<file path="config.mk">
export PLATFORM = sky130hd
export DESIGN_NAME = app_port
export DESIGN_NICKNAME = d
export VERILOG_FILES = /design/src/shared/app_pkg.sv /design/src/shared/app_sync_if.sv /design/src/design/app_sync.sv /design/src/design/app_port.sv
export VERILOG_INCLUDE_DIRS = /design/src /design/src/shared
export SDC_FILE = /design/constraint.sdc
export NUM_CORES = 1
export LEC_CHECK = 0
export BUFFER_PORTS_ARGS = -buffer_cell sky130_fd_sc_hd__buf_2
export CAP_MARGIN = 20
export CORE_ASPECT_RATIO = 0.6
export CORE_MARGIN = 2
export CORE_UTILIZATION = 30
export DETAILED_ROUTE_END_ITERATION = 8
export GPL_TIMING_DRIVEN = 1
export HOLD_SLACK_MARGIN = 0.12
export PLACE_DENSITY = 0.47
export SKIP_LAST_GASP = 1
export SLEW_MARGIN = 40
export SYNTH_ARGS = -nofsm -noshare
export SYNTH_HDL_FRONTEND = slang
export SYNTH_SLANG_ARGS = --single-unit
</file>
<file path="constraint.sdc">
create_clock -name clk_i -period 4.3 [get_ports clk_i]
set_clock_uncertainty 0.15 [all_clocks]
set_input_delay 0.43 -clock clk_i [delete_from_list [all_inputs] [get_ports clk_i]]
set_output_delay 0.43 -clock clk_i [all_outputs]
set_load 0.05 [all_outputs]
</file>
<file path="src/shared/app_params.svh">
// offsets, field positions, reset values and timing counts of the parallel port
// assumes: included by package and design files by bare name
`ifndef APP_PARAMS_SVH
`define APP_PARAMS_SVH

// ==========================================================
// register offsets
`define APP_AW           4
`define APP_DW           8
`define APP_OFF_CFG      4'h0
`define APP_OFF_PORT0    4'h1
`define APP_OFF_PORT1    4'h2
`define APP_OFF_PORT2    4'h3
`define APP_OFF_IRQ_STS  4'h4
`define APP_OFF_IRQ_MSK  4'h5

// ==========================================================
// configuration fields
`define APP_CFG_WID_LO   0
`define APP_CFG_WID_HI   1
`define APP_CFG_RDY      2
`define APP_CFG_FREE     3
`define APP_CFG_RDY_POL  4
`define APP_CFG_FREE_POL 5
`define APP_CFG_EN       6
`define APP_CFG_RST      8'h00

// ==========================================================
// interrupt fields
`define APP_IRQ_RD_DONE  0
`define APP_IRQ_WR_DONE  1
`define APP_IRQ_RST      2'h0

// ==========================================================
// timing
`define APP_SYNC_STAGES  2
`define APP_PIN_W        24

`endif

</file>
<file path="src/shared/app_pkg.sv">
// types shared by the parallel port modules
// assumes: app_params.svh is on the include path
`include "app_params.svh"

package app_pkg;
   // ==========================================================
   // transfer width selection
   typedef enum logic [1:0] {
      APP_W8  = 2'h0,
      APP_W16 = 2'h1,
      APP_W24 = 2'h3,
      APP_WX  = 2'h2
   } app_width_t;

   typedef logic [`APP_AW-1:0] app_addr_t;
   typedef logic [`APP_DW-1:0] app_data_t;
endpackage : app_pkg

</file>
<file path="src/shared/app_sync_if.sv">
// carries a group of asynchronous pin levels and their synchronised copies
// assumes: one clock domain on both sides
`timescale 1ns/1ps

interface app_sync_if #(parameter int W = 1);
   logic [W-1:0] async_v;
   logic [W-1:0] sync_v;

   modport sync (input async_v, output sync_v);
   modport user (output async_v, input sync_v);
endinterface : app_sync_if

</file>
<file path="src/design/app_sync.sv">
// two flip-flop synchroniser for a group of pin levels
// assumes: async_v comes from outside the clk_i domain
`timescale 1ns/1ps

module app_sync #(
   parameter int W = 1
) (
   input  wire logic  clk_i,
   input  wire logic  rst_i,
   app_sync_if.sync   pins
);
   import app_pkg::*;

   logic [W-1:0] meta_q;
   logic [W-1:0] stable_q;

   // first stage is read only by the second stage
   always_ff @(posedge clk_i or posedge rst_i) begin
      if (rst_i) begin
         meta_q   <= '1;
         stable_q <= '1;
      end else begin
         meta_q   <= pins.async_v;
         stable_q <= meta_q;
      end
   end

   assign pins.sync_v = stable_q;
endmodule : app_sync

</file>
<file path="src/design/app_port.sv">
// assisted parallel port: 8/16/24-bit word exchange with an external host
// assumes: host pins are asynchronous; firmware uses the plain register port
//
// Added by the designer: the address-and-strobe port and the address map.
`timescale 1ns/1ps
`include "app_params.svh"

module app_port (
   input  wire logic                      clk_i,
   input  wire logic                      rst_i,
   // register port
   input  wire app_pkg::app_addr_t        reg_addr_i,
   input  wire app_pkg::app_data_t        reg_wdata_i,
   input  wire logic                      reg_wr_i,
   input  wire logic                      reg_rd_i,
   output      app_pkg::app_data_t        reg_rdata_o,
   output      logic                      irq_o,
   // host pins
   input  wire logic                      host_write_strobe_n_i,
   input  wire logic                      host_oe_n_i,
   input  wire logic                      host_cs_n_i,
   input  wire logic [`APP_PIN_W-1:0]     pd_i,
   output      logic [`APP_PIN_W-1:0]     pd_o,
   output      logic [`APP_PIN_W-1:0]     pd_oe_o,
   output      logic                      output_valid_out_o,
   output      logic                      input_free_out_o,
   output      logic                      handshake_oe_o
);
   import app_pkg::*;

   // ==========================================================
   // pin synchronisers
   app_sync_if #(.W(3))          ctl_if ();
   app_sync_if #(.W(`APP_PIN_W)) dat_if ();

   assign ctl_if.async_v = {host_cs_n_i, host_oe_n_i, host_write_strobe_n_i};
   assign dat_if.async_v = pd_i;

   app_sync #(.W(3)) u_ctl_sync (
      .clk_i (clk_i),
      .rst_i (rst_i),
      .pins  (ctl_if)
   );

   app_sync #(.W(`APP_PIN_W)) u_dat_sync (
      .clk_i (clk_i),
      .rst_i (rst_i),
      .pins  (dat_if)
   );

   // ==========================================================
   // registers
   app_data_t               cfg_q;
   logic [`APP_PIN_W-1:0]   out_latch_q;
   logic [`APP_PIN_W-1:0]   in_latch_q;
   logic                    rdy_q;
   logic                    free_q;
   logic                    rd_act_q;
   logic                    wr_act_q;
   logic [1:0]              sts_q;
   logic [1:0]              sts_d;
   logic [1:0]              msk_q;
   logic [`APP_PIN_W-1:0]   drive_q;
   app_data_t               rdata_q;

   // ==========================================================
   // decode
   wire        en        = cfg_q[`APP_CFG_EN];
   wire        pol_rdy   = cfg_q[`APP_CFG_RDY_POL];
   wire        pol_free  = cfg_q[`APP_CFG_FREE_POL];
   wire        strobe_s  = ctl_if.sync_v[0];
   wire        oe_s      = ctl_if.sync_v[1];
   wire        cs_s      = ctl_if.sync_v[2];
   wire        host_rd   = en & ~cs_s & ~oe_s;
   wire        host_wr   = en & ~cs_s & ~strobe_s;
   wire        rd_done   = rd_act_q & ~host_rd;
   wire        wr_done   = wr_act_q & ~host_wr;
   wire        wr_cfg;
   wire        wr_p0;
   wire        wr_p1;
   wire        wr_p2;
   wire        wr_sts;
   wire        wr_msk;
   wire        rd_p0     = reg_rd_i & (reg_addr_i == `APP_OFF_PORT0);

   assign wr_cfg = reg_wr_i & (reg_addr_i == `APP_OFF_CFG);
   assign wr_p0  = reg_wr_i & (reg_addr_i == `APP_OFF_PORT0);
   assign wr_p1  = reg_wr_i & (reg_addr_i == `APP_OFF_PORT1);
   assign wr_p2  = reg_wr_i & (reg_addr_i == `APP_OFF_PORT2);
   assign wr_sts = reg_wr_i & (reg_addr_i == `APP_OFF_IRQ_STS);
   assign wr_msk = reg_wr_i & (reg_addr_i == `APP_OFF_IRQ_MSK);

   // width selection: lanes driven during a host read
   app_width_t              width;
   logic [`APP_PIN_W-1:0]   lane_mask;
   assign width     = app_width_t'(cfg_q[`APP_CFG_WID_HI:`APP_CFG_WID_LO]);
   assign lane_mask = (width == APP_W8)  ? 24'h0000ff :
                      (width == APP_W16) ? 24'h00ffff : 24'hffffff;

   // status bits read opposite to the pins while the port is enabled
   wire rdy_pin  = rdy_q ^ pol_rdy;
   wire free_pin = free_q ^ pol_free;

   // ==========================================================
   // configuration and output latches
   always_ff @(posedge clk_i or posedge rst_i) begin
      if (rst_i) begin
         cfg_q <= `APP_CFG_RST;
      end else if (wr_cfg) begin
         cfg_q <= reg_wdata_i & 8'h73;
      end
   end

   always_ff @(posedge clk_i or posedge rst_i) begin
      if (rst_i) begin
         out_latch_q <= '0;
      end else begin
         if (wr_p0) out_latch_q[7:0]   <= reg_wdata_i;
         if (wr_p1) out_latch_q[15:8]  <= reg_wdata_i;
         if (wr_p2) out_latch_q[23:16] <= reg_wdata_i;
      end
   end

   // ==========================================================
   // handshake state
   always_ff @(posedge clk_i or posedge rst_i) begin
      if (rst_i) begin
         rdy_q <= 1'b0;
      end else if (wr_p0 & en) begin
         rdy_q <= 1'b1;
      end else if (host_rd) begin
         rdy_q <= 1'b0;
      end
   end

   always_ff @(posedge clk_i or posedge rst_i) begin
      if (rst_i) begin
         free_q <= 1'b1;
      end else if (rd_p0 & en) begin
         free_q <= 1'b1;
      end else if (host_wr) begin
         free_q <= 1'b0;
      end
   end

   // capture tracks the bus while strobe is low; last value stands
   always_ff @(posedge clk_i or posedge rst_i) begin
      if (rst_i) begin
         in_latch_q <= '0;
      end else if (host_wr) begin
         in_latch_q <= dat_if.sync_v & lane_mask;
      end
   end

   always_ff @(posedge clk_i or posedge rst_i) begin
      if (rst_i) begin
         rd_act_q <= 1'b0;
         wr_act_q <= 1'b0;
         drive_q  <= '0;
      end else begin
         rd_act_q <= host_rd;
         wr_act_q <= host_wr;
         drive_q  <= host_rd ? lane_mask : '0;
      end
   end

   // ==========================================================
   // interrupts: sticky, write one to clear, set wins
   assign sts_d = (sts_q & ~(wr_sts ? reg_wdata_i[1:0] : 2'h0)) | {wr_done, rd_done};

   always_ff @(posedge clk_i or posedge rst_i) begin
      if (rst_i) begin
         sts_q <= `APP_IRQ_RST;
         msk_q <= `APP_IRQ_RST;
      end else begin
         sts_q <= sts_d;
         if (wr_msk) msk_q <= reg_wdata_i[1:0];
      end
   end

   assign irq_o = |(sts_q & msk_q);

   // ==========================================================
   // register read
   app_data_t rd_mux;
   assign rd_mux =
      (reg_addr_i == `APP_OFF_CFG)     ? {cfg_q[7:4], ~free_pin, ~rdy_pin, cfg_q[1:0]} :
      (reg_addr_i == `APP_OFF_PORT0)   ? in_latch_q[7:0] :
      (reg_addr_i == `APP_OFF_PORT1)   ? in_latch_q[15:8] :
      (reg_addr_i == `APP_OFF_PORT2)   ? in_latch_q[23:16] :
      (reg_addr_i == `APP_OFF_IRQ_STS) ? {6'h00, sts_q} :
      (reg_addr_i == `APP_OFF_IRQ_MSK) ? {6'h00, msk_q} : 8'h00;

   always_ff @(posedge clk_i or posedge rst_i) begin
      if (rst_i) begin
         rdata_q <= '0;
      end else if (reg_rd_i) begin
         rdata_q <= rd_mux;
      end
   end

   assign reg_rdata_o = rdata_q;

   // ==========================================================
   // pins
   assign pd_o               = out_latch_q;
   assign pd_oe_o            = drive_q;
   assign output_valid_out_o = en & rdy_pin;
   assign input_free_out_o   = en & free_pin;
   assign handshake_oe_o     = en;

   // ==========================================================
   // assertions
   a_ready_set_on_p0: assert property (
      @(posedge clk_i) disable iff (rst_i) (wr_p0 && en) |=> rdy_q)
      else $error("port 0 write did not set data ready");

   a_ready_clr_on_oe: assert property (
      @(posedge clk_i) disable iff (rst_i) (host_rd && !wr_p0) |=> !rdy_q)
      else $error("host read did not clear data ready");

   a_free_set_on_p0: assert property (
      @(posedge clk_i) disable iff (rst_i) (rd_p0 && en) |=> free_q)
      else $error("port 0 read did not set latch empty");

   a_free_clr_on_stb: assert property (
      @(posedge clk_i) disable iff (rst_i) (host_wr && !rd_p0) |=> !free_q)
      else $error("host write did not clear latch empty");

   a_cs_gates_both: assert property (
      @(posedge clk_i) disable iff (rst_i) cs_s |=> !rd_act_q && !wr_act_q)
      else $error("strobe or output enable acted without chip select");

   a_rdy_bit_vs_pin: assert property (
      @(posedge clk_i) disable iff (rst_i)
      (reg_rd_i && reg_addr_i == `APP_OFF_CFG && en && !host_rd && !reg_wr_i)
      |=> reg_rdata_o[`APP_CFG_RDY] != output_valid_out_o)
      else $error("data ready bit equals its pin");

   a_free_bit_vs_pin: assert property (
      @(posedge clk_i) disable iff (rst_i)
      (reg_rd_i && reg_addr_i == `APP_OFF_CFG && en && !host_wr && !reg_wr_i)
      |=> reg_rdata_o[`APP_CFG_FREE] != input_free_out_o)
      else $error("latch empty bit equals its pin");

   a_drive_only_read: assert property (
      @(posedge clk_i) disable iff (rst_i) (pd_oe_o != '0) |-> $past(host_rd))
      else $error("data pins driven outside a host read");

   a_drive_during_rd: assert property (
      @(posedge clk_i) disable iff (rst_i) host_rd |=> pd_oe_o[7:0] == 8'hff)
      else $error("data pins not driven during host read");

   a_rd_done_irq: assert property (
      @(posedge clk_i) disable iff (rst_i)
      (rd_done && msk_q[`APP_IRQ_RD_DONE]) |=> sts_q[`APP_IRQ_RD_DONE] && irq_o)
      else $error("read end did not raise the interrupt");

   a_wr_done_irq: assert property (
      @(posedge clk_i) disable iff (rst_i)
      (wr_done && msk_q[`APP_IRQ_WR_DONE]) |=> sts_q[`APP_IRQ_WR_DONE] && irq_o)
      else $error("write end did not raise the interrupt");

   // ==========================================================
   // assertions: holding, release and lanes
   a_ready_holds: assert property (
      @(posedge clk_i) disable iff (rst_i) (rdy_q && !host_rd) |=> rdy_q)
      else $error("data ready dropped without a host read");

   a_free_holds: assert property (
      @(posedge clk_i) disable iff (rst_i) (free_q && !host_wr) |=> free_q)
      else $error("latch empty dropped without a host write");

   a_full_holds: assert property (
      @(posedge clk_i) disable iff (rst_i) (!free_q && !(rd_p0 && en)) |=> !free_q)
      else $error("latch empty rose without a port 0 read");

   a_rd_sts_sticky: assert property (
      @(posedge clk_i) disable iff (rst_i)
      (sts_q[`APP_IRQ_RD_DONE] && !(wr_sts && reg_wdata_i[`APP_IRQ_RD_DONE]))
      |=> sts_q[`APP_IRQ_RD_DONE])
      else $error("read done status dropped without a clear");

   a_wr_sts_sticky: assert property (
      @(posedge clk_i) disable iff (rst_i)
      (sts_q[`APP_IRQ_WR_DONE] && !(wr_sts && reg_wdata_i[`APP_IRQ_WR_DONE]))
      |=> sts_q[`APP_IRQ_WR_DONE])
      else $error("write done status dropped without a clear");

   a_sts_w1c: assert property (
      @(posedge clk_i) disable iff (rst_i)
      (wr_sts && reg_wdata_i[`APP_IRQ_RD_DONE] && !rd_done) |=> !sts_q[`APP_IRQ_RD_DONE])
      else $error("read done status not cleared by a one");

   a_disabled_quiet: assert property (
      @(posedge clk_i) disable iff (rst_i)
      !en |-> !output_valid_out_o && !input_free_out_o && !handshake_oe_o)
      else $error("handshake pins active while the port is off");

   a_release_idle: assert property (
      @(posedge clk_i) disable iff (rst_i) !host_rd |=> pd_oe_o == '0)
      else $error("data pins still driven after the host read");

   a_drive_lanes: assert property (
      @(posedge clk_i) disable iff (rst_i) (host_rd && !wr_cfg) |=> pd_oe_o == lane_mask)
      else $error("driven lanes do not match the width");

   a_capture_lanes: assert property (
      @(posedge clk_i) disable iff (rst_i) (host_wr && !wr_cfg) |=> (in_latch_q & ~lane_mask) == '0)
      else $error("unused lanes captured");

   a_capture_data: assert property (
      @(posedge clk_i) disable iff (rst_i)
      host_wr |=> in_latch_q == ($past(dat_if.sync_v) & $past(lane_mask)))
      else $error("host write data not captured");

   a_p0_to_pins: assert property (
      @(posedge clk_i) disable iff (rst_i) wr_p0 |=> pd_o[7:0] == $past(reg_wdata_i))
      else $error("port 0 write did not reach the output latch");

   a_cfg_ro_bits: assert property (
      @(posedge clk_i) disable iff (rst_i)
      wr_cfg |=> cfg_q[7] == 1'h0 && cfg_q[`APP_CFG_FREE:`APP_CFG_RDY] == 2'h0)
      else $error("read-only configuration bits were written");

   a_wr_done_pulse: assert property (
      @(posedge clk_i) disable iff (rst_i) wr_done |=> !wr_done)
      else $error("write end lasted more than one cycle");

   // ==========================================================
   // main scenarios
   c_inv_polarity: cover property (@(posedge clk_i) disable iff (rst_i)
                                   host_wr && pol_free && pol_rdy);
   c_masked_done:  cover property (@(posedge clk_i) disable iff (rst_i)
                                   rd_done && !msk_q[`APP_IRQ_RD_DONE]);
   c_host_read:  cover property (@(posedge clk_i) disable iff (rst_i) rdy_q ##[1:20] rd_done);
   c_host_write: cover property (@(posedge clk_i) disable iff (rst_i) free_q ##[1:20] wr_done);
   c_wide_read:  cover property (@(posedge clk_i) disable iff (rst_i)
                                 host_rd && width == APP_W24);
endmodule : app_port

</file>
# Word-level counts from Yosys, hierarchy flattened

Cells that the tools add are included.

Equality and inequality tests: 6
Muxes and demuxes: 14
Bitwise gates (word level): 30
Reduce and logical (&&, ||, !) cells: 5

Operator list:

| kind                                           | number |
|---|---|
| two-way mux 24 bit                             | 3 |
| two-way mux 8 bit                              | 4 |
| bitwise AND 24 bit                             | 1 |
| bitwise AND 1 bit                              | 16 |
| == test 4 x 2 -> 1 bit (second input constant) | 2 |
| == test 4 x 3 -> 1 bit (second input constant) | 2 |
| NOT 1 bit                                      | 7 |
| two-way mux 2 bit                              | 3 |
| bitwise AND 2 bit                              | 2 |
| == test 4 x 1 -> 1 bit (second input constant) | 1 |
| zero test 4 bit                                | 1 |
| two-way mux 1 bit                              | 4 |
| nonzero test 2 bit                             | 2 |
| == test 2 x 1 -> 1 bit (second input constant) | 1 |
| zero test 2 bit                                | 1 |
| NOT 2 bit                                      | 1 |
| OR 2 bit                                       | 1 |
| OR reduction 2 bit                             | 1 |
| bitwise XOR 1 bit                              | 2 |

Register bits after elaboration: 147
Input port bits: 43
Output and inout port bits: 60
Word-level logic and storage cells: 72

# Logic depth before layout (Yosys ltp)

Gate-level depths: netlist (run 1).

Depth after elaboration: 7
Mapped depth: 6
Gate-level depth less buffers: 4

# By module

A second synthesis (run 1) with hierarchy kept.

Cells, all modules: 341
Area total of the unflattened synthesis: 4665.7 um^2

Modules (own cells, without submodules):

| module                 | times used | cells each | area an instance (um^2) | seq. area each (um^2) |
|---|---|---|---|---|
| app_port               | 1          | 285        | 3239.4                  | 1778.0 |
| app_sync at u_dat_sync | 1          | 49         | 1265.0                  | 1261.2 |
| app_sync at u_ctl_sync | 1          | 7          | 161.4                   | 157.7 |

# Worst setup path after synthesis (run 1)

No wires, ideal clock.

Path type: register -> output
Start point: reg cfg_q[6]
End point: out input_free_out_o
Arrival: 1.437 ns
Required time: 3.720 ns
Setup slack: 2.283 ns
Cell stages (with the launch flop): 3
Path buffers: 0
Path through: dfrtp_1 inv_2 nor2_1

Longest elaborated chain between the ends: 1

RTL lines:

| what                   | RTL line        | text |
|---|---|---|
| start, declared        | app_port.sv:53  | `app_data_t cfg_q;` |
| start signal, assigned | app_port.sv:108 | `` cfg_q <= `APP_CFG_RST; `` |
| start signal, assigned | app_port.sv:110 | `cfg_q <= reg_wdata_i & 8'h73;` |
| bitwise AND 1 bit      | app_port.sv:209 | `assign input_free_out_o = en & free_pin;` |
| end, declared          | app_port.sv:26  | `output logic input_free_out_o,` |

No other way between the ends.

# Worst setup path after layout (run 1)

Start point: reg free_q
End point: out input_free_out_o

Longest elaborated chain between the ends: 2

RTL lines:

| what                   | RTL line        | text |
|---|---|---|
| start, declared        | app_port.sv:57  | `logic free_q;` |
| start signal, assigned | app_port.sv:138 | `free_q <= 1'b1;` |
| start signal, assigned | app_port.sv:140 | `free_q <= 1'b1;` |
| start signal, assigned | app_port.sv:142 | `free_q <= 1'b0;` |
| bitwise XOR 1 bit      | app_port.sv:102 | `wire free_pin = free_q ^ pol_free;` |
| bitwise AND 1 bit      | app_port.sv:209 |  |

No other way between the ends.

==> results_dict.tcl, run 1 <==
set metrics [dict create \
    num_vias 2949 \
    netlist_instances 340 \
    drc 0 \
    mostFrequentLayoutCell "buf_2" \
    synth_fp_nets 383 \
    cts_tree "built" \
    grt_overflow 0 \
    powerDensity_nw_per_um2 602 \
    min_to "pd_o[7]$_DFFE_PP0N_" \
    synth_xor_area_share_pct 0.374 \
    initial_core_util_pct 30.6 \
    grt_pass1_wl_mm 16.1 \
    yosys.area_share.adder_pct 0 \
    path_cells "xnor2_1 -> nor2_1 -> buf_2" \
    synth_top_family_by_area "multiplexers" \
    syn2layout_area_growth_pct 30.8 \
    grt_pass1_vias 2960 \
    cts_made_buffers 17 \
    die_area_um2 16700 \
    r2r_cells 4 \
    yosys_warnings 0 \
    pre_cts_slack_ns 2.27 \
    crit_arrival_ns 1.46 \
    fill_cells 1469 \
    switchingPower_mw 1.15 \
    crit_type "flop to output port" \
    hp-start "reg_wdata_i[7]" \
    r2r_slack_ns 2.50 \
    yosysSeqAreaShare_pct 68.2 \
    cts_repair_resize_count 0 \
    synth_seq_cells 125 \
    end_kind "output port" \
    gr-usage-all-layers_pct 13.1 \
    p_sw_share_pct 31.0 \
    die_w_um 165 \
    final_area_um2 6130 \
    finalSetupTns_ns 0 \
    rows 35 \
    peakVddDrop_mv 0.216 \
    antenna_found_initial 0 \
    syn_area_per_cell_um2 13.8 \
    power_frac_seq_pct 41.4 \
    cp_slowest_cell "dfstp_2" \
    muxShareOfSynthArea_pct 11.1 \
    drtIter0Drc 157 \
    r2r-start "cfg_q[6]$_DFFE_PP0P_" \
    setup_ws_ns 2.26 \
    crit_required_ns 3.72 \
    whs_path_depth 2 \
    min_period_over_period_pct 47.4 \
    crit_path_start_kind "flop" \
    synth.distinct_cells 41 \
    crit_start "free_q$_DFFE_PP1P_" \
    cts_buffer_depth 2 \
    wirelength_mm 9.97 \
    fmax_mhz 490 \
    relSlewSlack_pct 51.7 \
    power_frac_comb_pct 20.3 \
    clockRootBuffer "clkbuf_16" \
    p_clk_share_pct 38.2 \
    htreeDepth 4 \
    drive_above_1_share_pct 50.4 \
    maxSlewViolCount 0 \
    n_antenna_cell 0 \
    setup_viol 0 \
    p_leak_nw 2.85 \
    place_area_um2 5230 \
    synth-simple-area-share_pct 8.17 \
    io_pins 103 \
    vias_per_cell 4.38 \
    internal_power_mw 2.55 \
    drtAntennaViolNets 0 \
    holdWs_ns 0.140 \
    grt_setup_unrepaired "no" \
    die_h_um 101 \
    firstDrtPassIters 4 \
    hold_class "primary input to flop" \
    crit_family "flip-flops" \
    min_period_ns 2.04 \
    syn_area_um2 4690 \
    layout_common_cells "buf_2 (102), dfrtp_1 (70), dfstp_2 (55)" \
    clk_latency_ns 0.41 \
    wl_per_cell_um 14.8 \
    synth_compound_area_share_pct 6.09 \
    drv_cap 0 \
    clkTransAtPathRegs_ns 0.05 \
    worst_pin_slew_ns 0.724 \
    io_buffers 102 \
    nNetsFinal 500 \
    hpwlAfterDp_mm 7.10 \
    gp_routability_congestion 0.817 \
    status "completed" \
    path_buf_inv 1 \
    cts_sinks 125 \
    core-area_um2 15300 \
    rr_endpoint "in_latch_q[4]$_DFFE_PP0P_" \
    grt_max_degree 82 \
    hold_viol 0 \
    worst-path-max-fanout 2 \
    max_stage_delay_ns 0.54 \
]
## power groups by stage
stage / combinational (mW) / clock, mW / sequential, mW
final: 0.750 / 1.41 / 1.53
after global routing: 0.811 / 1.51 / 1.56
after CTS: 0.760 / 1.45 / 1.53
after detailed placement: 0.739 / 0 / 1.55
after global placement: 0.731 / 0 / 1.55
after floorplan: 0.364 / 0 / 1.72
## area by class of cell
cell class / instances / area, µm² / share of cell area [%]
multi-input cells: 168 / 1200 / 19.6
clock buffers: 24 / 524 / 8.55
well taps: 203 / 254 / 4.14
inverters: 10 / 42.5 / 0.694
flip-flops and latches: 125 / 3200 / 52.1
repair buffers: 135 / 833 / 13.6
clock inverters: 8 / 77.6 / 1.27
## sequential cells by signal, indices dropped and copies added, names as in the netlist
signal and flops:
pd_o 24, sts_q 2, reg_rdata_o 8, rdy_q 1
u_dat_sync.pins.sync_v 24, wr_act_q 1, msk_q 2, u_ctl_sync.meta_q 3
u_dat_sync.meta_q 24, pd_oe_o 3, free_q 1, in_latch_q 24
cfg_q 5, u_ctl_sync.pins.sync_v 3
## how the worst max path moves through the flow
stage / endpoint / slack [ns] / cells past startpoint
after global routing: input_free_out_o / 2.20 / 3
after global placement: pd_o[17]$_DFFE_PP0P_ / 2.36 / 3
after CTS: input_free_out_o / 2.25 / 3
final: input_free_out_o / 2.26 / 3
after detailed placement: reg_rdata_o[1]$_DFFE_PP0P_ / 2.27 / 5
after floorplan: cfg_q[0]$_DFFE_PP0P_ / 0.48 / 1
## cell usage after synthesis, drive strengths merged
library cell,n,area [µm²]
a2111oi,1,8.76
a21o,3,22.5
a21oi,2,10.0
a22o,3,26.3
a31oi,3,18.8
and2,2,12.5
and3b,1,8.76
buf,30,223
clkbuf,7,26.3
dfrtp,70,1750
dfstp,55,1450
inv,10,37.5
mux2,39,458
mux2i,6,60.1
nand2,39,146
nand2b,1,6.26
nand3,5,25.0
nand3b,3,22.5
nand4,1,12.5
nand4b,1,15.0
nor2,9,48.8
nor2b,3,18.8
nor3,1,5.00
nor3b,2,15.0
nor4,2,12.5
o2111ai,3,26.3
o211ai,4,30.0
o21ai,23,115
o221ai,1,8.76
o22ai,3,18.8
or2,1,6.26
or3,3,18.8
or3b,1,8.76
xnor2,2,17.5
## per-layer routing
layer  vias up  routed length, µm  global-route usage, %
li1       1381                  -                      -
met1      1464               5250                   20.0
met2        91               3980                   16.8
met3        13                600                   3.50
met4         0                144                   6.17
met5         -                  0                      0
## worst reg2reg max path: cells and delay by family (launching register included)
| family | cells | cell delay [ns] |
|---|---|---|
| buffers and inverters | 2 | 0.38 |
| multiplexers | 1 | 0.35 |
| AND/OR/NAND/NOR | 1 | 0.35 |
| flip-flops | 1 | 0.45 |
## logic make-up after synthesis
family	after synthesis
mux	45
compound gates	46
flops	125
buf+inv	47
simple gates	75
xor+xnor	2
## metrics by stage
step                      total power [mW]  cells  util, %
after floorplan                       2.08    340        -
after global placement                2.28    611     34.1
after detailed placement              2.29    611     34.1
after CTS                             3.74    673     40.0
after global routing                  3.88    673     40.0
final                                 3.69    673     40.0
## repair_timing
| item | in CTS | in global routing |
|---|---|---|
| hold endpoints to repair | 75 | 0 |
| hold buffers | 30 | 0 |
| buffers inserted | 0 | 0 |
Power figures use the tool's default switching activity.
==> run 2: changes to the inputs <==
--- a/config.mk
+++ b/config.mk
@@ -14,7 +14,7 @@
 export DETAILED_ROUTE_END_ITERATION = 8
 export GPL_TIMING_DRIVEN = 1
 export HOLD_SLACK_MARGIN = 0.12
-export PLACE_DENSITY = 0.47
+export PLACE_DENSITY = 0.49
 export SKIP_LAST_GASP = 1
 export SLEW_MARGIN = 40
 export SYNTH_ARGS = -nofsm -noshare
==> constraint.sdc (replaced) <==
create_clock -name clk_i -period 1.65 [get_ports clk_i]
set_clock_uncertainty 0.15 [all_clocks]
set_input_delay 0.165 -clock clk_i [delete_from_list [all_inputs] [get_ports clk_i]]
set_output_delay 0.165 -clock clk_i [all_outputs]
set_load 0.05 [all_outputs]
==> results_dict.tcl, run 2 (synthesized netlist as in run 1, its figures left out) <==
set metrics [dict create \
    worst-path-max-fanout 2 \
    wirelength_mm 10.2 \
    fill_cells 1402 \
    maxSlewViolCount 0 \
    syn2layout_area_growth_pct 38.6 \
    drive_above_1_share_pct 52.9 \
    drtAntennaViolNets 0 \
    holdWs_ns 0.0858 \
    wl_per_cell_um 14.5 \
    crit_type "flop to output port" \
    r2r_cells 3 \
    die_h_um 101 \
    clk_latency_ns 0.41 \
    drtIter0Drc 148 \
    antenna_found_initial 0 \
    peakVddDrop_mv 0.788 \
    gp_routability_congestion 0.796 \
    crit_arrival_ns 1.35 \
    nNetsFinal 527 \
    violations "setup timing" \
    htreeDepth 4 \
    cts_made_buffers 17 \
    min_period_ns 1.66 \
    io_buffers 102 \
    power_frac_comb_pct 21.6 \
    vias_per_cell 4.23 \
    crit_required_ns 1.33 \
    min_period_over_period_pct 101 \
    relSlewSlack_pct 73.8 \
    setup_ws_ns -0.0116 \
    grt_pass1_vias 2938 \
    internal_power_mw 7.08 \
    layout.area.seq_um2 3200 \
    num_vias 2964 \
    firstDrtPassIters 4 \
    layout_common_cells "buf_2 (99), dfrtp_1 (68), dfstp_2 (55)" \
    crit_path_start_kind "flop" \
    grt_pass1_wl_mm 16.1 \
    multi_input_area_um2 1230 \
    status "complete, but fails checks" \
    cts_buffer_depth 2 \
    grt-busiest-layer "met1" \
    p_leak_nw 3.02 \
    mostFrequentLayoutCell "buf_2" \
    gr-usage-all-layers_pct 13.0 \
    use_met1_pct 20.4 \
    clockRootBuffer "clkbuf_16" \
    finalSetupTns_ns -0.0116 \
    setup_viol 1 \
    fmax_mhz 602 \
    cts_tree "built" \
    p_sw_share_pct 30.5 \
    grt_max_degree 60 \
    p_clk_share_pct 39.4 \
    powerDensity_nw_per_um2 1570 \
    cts_sinks 125 \
    whs_path_depth 3 \
    drc 0 \
    n_antenna_cell 0 \
    end_kind "output port" \
    grt_util_met3_pct 4.07 \
    worst_pin_slew_ns 0.392 \
    power_frac_seq_pct 39.0 \
    die_w_um 165 \
    grt_overflow 0 \
    initial_core_util_pct 30.6 \
    hpwlAfterDp_mm 7.15 \
    switchingPower_mw 3.10 \
    hold_viol 0 \
    rows 35 \
    grt_setup_unrepaired "yes" \
    die_area_um2 16700 \
    grt_util_met2_pct 16.2 \
    clkTransAtPathRegs_ns 0.05 \
    hold_class "primary input to flop" \
    io_pins 103 \
    drv_cap 0 \
    core-area_um2 15300 \
]
[run 2: changes by cell type in the layout (fill, tap and decap cells not counted), sizes merged, moves of 2 or more]
cell / before / now
clkinv: 6 / 4
dlygate4sd3: 30 / 40
buf: 105 / 122
bufinv: 1 / 3
clkinvlp: 0 / 2
clkbuf: 24 / 21
[run 2: final timing paths]
kind	start	endpoint	slack (ns)
worst max-delay path	free_q$_DFFE_PP1P_	input_free_out_o	-0.01
worst min-delay path	reg_addr_i[1]	free_q$_DFFE_PP1P_	0.09
worst max register to register	u_ctl_sync.pins.sync_v[2]$_DFF_PP1_	in_latch_q[0]$_DFFE_PP0P_	0.10
worst min register to register	u_dat_sync.meta_q[11]$_DFF_PP1_	u_dat_sync.pins.sync_v[11]$_DFF_PP1_	0.20
max in group asynchronous	rst_i	u_dat_sync.meta_q[15]$_DFF_PP1_	0.54
min in group asynchronous	rst_i	u_dat_sync.meta_q[22]$_DFF_PP1_	0.41
[run 2: stage by stage]
stage | cell area, µm² | instances | total power [mW] | utilization, % | setup slack (ns)
3_3_place_gp | 5360 | 623 | 5.99 | 35.0 | 0.0284
4_1_cts | 6470 | 698 | 10.3 | 42.2 | -0.0536
3_5_place_dp | 5360 | 623 | 6.01 | 35.0 | -0.00232
5_1_grt | 6490 | 700 | 10.7 | 42.4 | -0.0562
2_1_floorplan | 4690 | 340 | 5.43 | - | -0.289
6_report | 6490 | 700 | 10.2 | 42.4 | -0.0116
[run 2: routing by layer]
metal / up-vias / share of wire, %
li1: 1431 / -
met1: 1417 / 54
met2: 107 / 38
met3: 9 / 7.5
met4: 0 / 0.92
met5: - / 0
[run 2: final cells by class]
class / instances / area share (%)
Clock buffer: 21 / 7.74
Multi-Input combinational cell: 168 / 18.9
Sequential cell: 125 / 49.3
Tap cell: 203 / 3.91
Clock inverter: 11 / 2.31
Inverter: 10 / 0.636
Timing Repair Buffer: 162 / 17.2
[run 2: what timing repair did]
action                                  in CTS  in global routing
hold endpoints to repair                   155                  0
pin swaps                                    4                  5
buffers inserted                             3                  2
gates resized for setup                     10                  3
endpoints found under the setup margin       3                 13
hold buffers                                40                  0
[run 2: worst max-delay path, cell delays in order (launching register included)]
cell     delay, ns
dfstp_2       0.55
xnor2_2       0.08
nor2_2        0.14
buf_6         0.18
[run 2: power by group through the flow]
stage          combinational (mW)  clock, mW  sequential (mW)
6_report                     2.19       4.02             3.97
3_5_place_dp                 2.01          0             4.01
2_1_floorplan               0.950          0             4.48
4_1_cts                      2.19       4.11             3.97
5_1_grt                      2.35       4.29             4.03
3_3_place_gp                 2.00          0             4.00
==> run 3: changes to the inputs <==
--- a/config.mk
+++ b/config.mk
@@ -15,8 +15,10 @@
 export GPL_TIMING_DRIVEN = 1
 export HOLD_SLACK_MARGIN = 0.12
 export PLACE_DENSITY = 0.49
+export SETUP_SLACK_MARGIN = 0.3
 export SKIP_LAST_GASP = 1
 export SLEW_MARGIN = 40
 export SYNTH_ARGS = -nofsm -noshare
 export SYNTH_HDL_FRONTEND = slang
+export SYNTH_HIERARCHICAL = 1
 export SYNTH_SLANG_ARGS = --single-unit
==> results_dict.tcl, run 3 <==
set metrics [dict create \
    fmax_mhz 574 \
    grt_max_degree 70 \
    grt_pass1_wl_mm 17.4 \
    gp_routability_congestion 0.817 \
    r2r_cells 4 \
    worst_pin_slew_ns 0.502 \
    syn2layout_area_growth_pct 57.5 \
    yosysSeqAreaShare_pct 68.5 \
    max_stage_delay_ns 0.55 \
    cts_tree "built" \
    cts_made_buffers 17 \
    core-area_um2 15300 \
    rows 35 \
    violations "setup timing" \
    wl_per_cell_um 15.4 \
    initial_core_util_pct 30.5 \
    clkTransAtPathRegs_ns 0.05 \
    ys.flop_type "dfrtp_1" \
    gr-usage-all-layers_pct 14.0 \
    syn_area_um2 4670 \
    async_reset_ff_share_pct 100 \
    wirelength_mm 11.2 \
    synth.distinct_cells 42 \
    yosysMostFrequentCell "dfrtp_1" \
    antenna_found_initial 0 \
    io_pins 103 \
    vias_per_cell 4.35 \
    powerDensity_nw_per_um2 1410 \
    p_leak_nw 3.32 \
    drtIter0Drc 217 \
    synth_top_area_share_pct 37.5 \
    clk_latency_ns 0.41 \
    synth_top_cell_by_area "dfrtp_1" \
    maxSlewViolCount 0 \
    crit_required_ns 1.33 \
    netlist_instances 341 \
    path_buf_inv 1 \
    holdWs_ns 0.0970 \
    worst-path-max-fanout 2 \
    crit_type "flop to output port" \
    die_area_um2 16600 \
    cts_buffer_depth 2 \
    layout_common_cells "dfrtp_1 (66), dfstp_2 (55), buf_2 (44)" \
    syn_area_per_cell_um2 13.7 \
    synth_edf_count 0 \
    mostFrequentLayoutCell "dfrtp_1" \
    status "complete, but fails checks" \
    min_period_over_period_pct 106 \
    drc 0 \
    nNetsFinal 550 \
    whs_path_depth 4 \
    synth_seq_cells 125 \
    yosys_warnings 6 \
    drive_above_1_share_pct 61.5 \
    hold_class "primary input to flop" \
    cp.depth 3 \
    die_h_um 101 \
    min_period_ns 1.74 \
    fill_cells 1318 \
    grt_overflow 0 \
    n_antenna_cell 0 \
    cp_slowest_cell "dfstp_2" \
    grt_pass1_vias 3249 \
    setup_ws_ns -0.0935 \
    yosys-top-cells-area "dfrtp_1 (38%), dfstp_2 (31%), mux2_2 (7.0%)" \
    io_buffers 102 \
    path_cells "xor2_2 -> and2_4 -> buf_8" \
    firstDrtPassIters 4 \
    clockRootBuffer "clkbuf_16" \
    synth_fp_nets 384 \
    crit_family "flip-flops" \
    crit_path_start_kind "flop" \
    drtAntennaViolNets 0 \
    peakVddDrop_mv 0.678 \
    cts_sinks 125 \
    setup_viol 1 \
    pre_cts_slack_ns -0.00226 \
    grt_setup_unrepaired "yes" \
    die_w_um 165 \
    relSlewSlack_pct 66.6 \
    end_kind "output port" \
    hold_viol 0 \
    htreeDepth 4 \
    hpwlAfterDp_mm 6.93 \
    num_vias 3148 \
    crit_arrival_ns 1.43 \
    drv_cap 0 \
    synth_common_cells "dfrtp_1 (70), dfstp_2 (55), nand2_1 (40)" \
]
## run 3: changes by cell type after synthesis, moves of 3 or more
cell / before / now
mux2i_1: 6 / 2
o2111ai_1: 3 / 0
o211ai_1: 4 / 0
nand3_1: 5 / 2
a21o_1: 3 / 0
mux2_2: 34 / 29
nor3_1: 1 / 5
a21oi_1: 2 / 10
buf_2: 4 / 7
mux2_4: 5 / 10
nor2_1: 7 / 3
## run 3: worst paths after layout
path	from	end	slack, ns
setup / recovery	free_q$_DFFE_PP1P_	input_free_out_o	-0.09
hold reg to reg	u_dat_sync/meta_q[17]$_DFF_PP1_	u_dat_sync/pins.sync_v[17]$_DFF_PP1_	0.20
min in group asynchronous	rst_i	reg_rdata_o[4]$_DFFE_PP0P_	0.29
max in group asynchronous	rst_i	pd_oe_o[15]$_DFF_PP0_	0.58
setup reg to reg	cfg_q[6]$_DFFE_PP0P_	in_latch_q[1]$_DFFE_PP0P_	0.02
hold / removal	reg_addr_i[3]	reg_rdata_o[1]$_DFFE_PP0P_	0.1
## run 3: final cells by class
| class | instances | area, µm² | area share [%] |
|---|---|---|---|
| clock buffer | 18 | 439 | 5.98 |
| inverter | 10 | 46.3 | 0.630 |
| clock inverter | 14 | 145 | 1.97 |
| tap | 203 | 254 | 3.46 |
| sequential | 125 | 3200 | 43.6 |
| timing repair buffer | 183 | 1860 | 25.2 |
| multi-input combinational | 170 | 1410 | 19.2 |
## run 3: metrics by stage
stage	instances	util [%]	TNS [ns]	power (mW)	instance area, µm²
after CTS	718	45.6	-0.130	10.2	6970
after global placement	623	35.0	-0.00819	5.96	5350
after floorplan	341	-	-0.470	5.43	4700
after global routing	723	48.1	-0.189	10.9	7350
final	723	48.1	-0.0935	10.4	7350
after detailed placement	623	35.0	-0.00226	5.98	5350
## run 3: cell families after synthesis
family,Yosys count,share of synthesized area [%]
muxes,41,10.6
buffers and inverters,46,5.82
DFF,125,68.5
and+or+nand+nor,74,7.86
xor gates and xnor gates,2,0.376
AOI/OAI and AO/OA,53,6.79
## run 3: repair_timing
item                                   CTS  global route
hold buffers                            41             0
setup buffers                           15             5
endpoints found under the hold margin  194             0
cloned                                   7             0
pin swaps                               26            14
resized for setup                      122            98
setup endpoints to repair               70            93
## run 3: power by group
part | leakage (nW) | switching, mW | internal, mW
clock network | 0.278 | 1.34 | 2.26
logic | 1.59 | 1.54 | 1.24
registers | 1.45 | 0.351 | 3.63
## run 3: layer usage
metal  vias to the layer above  track usage (%)  share of wire [%]
met5                         -                0                  0
met4                         0             5.02               0.98
met3                        12             3.33                5.1
met2                        92             20.0                 44
met1                      1559             20.7                 50
li1                       1485                -                  -
## run 3: tightest hold or removal path, stage by stage
cell and delay [ns]:
buf_2 0.15, o41ai_2 0.10, o22ai_1 0.12, a21oi_1 0.06
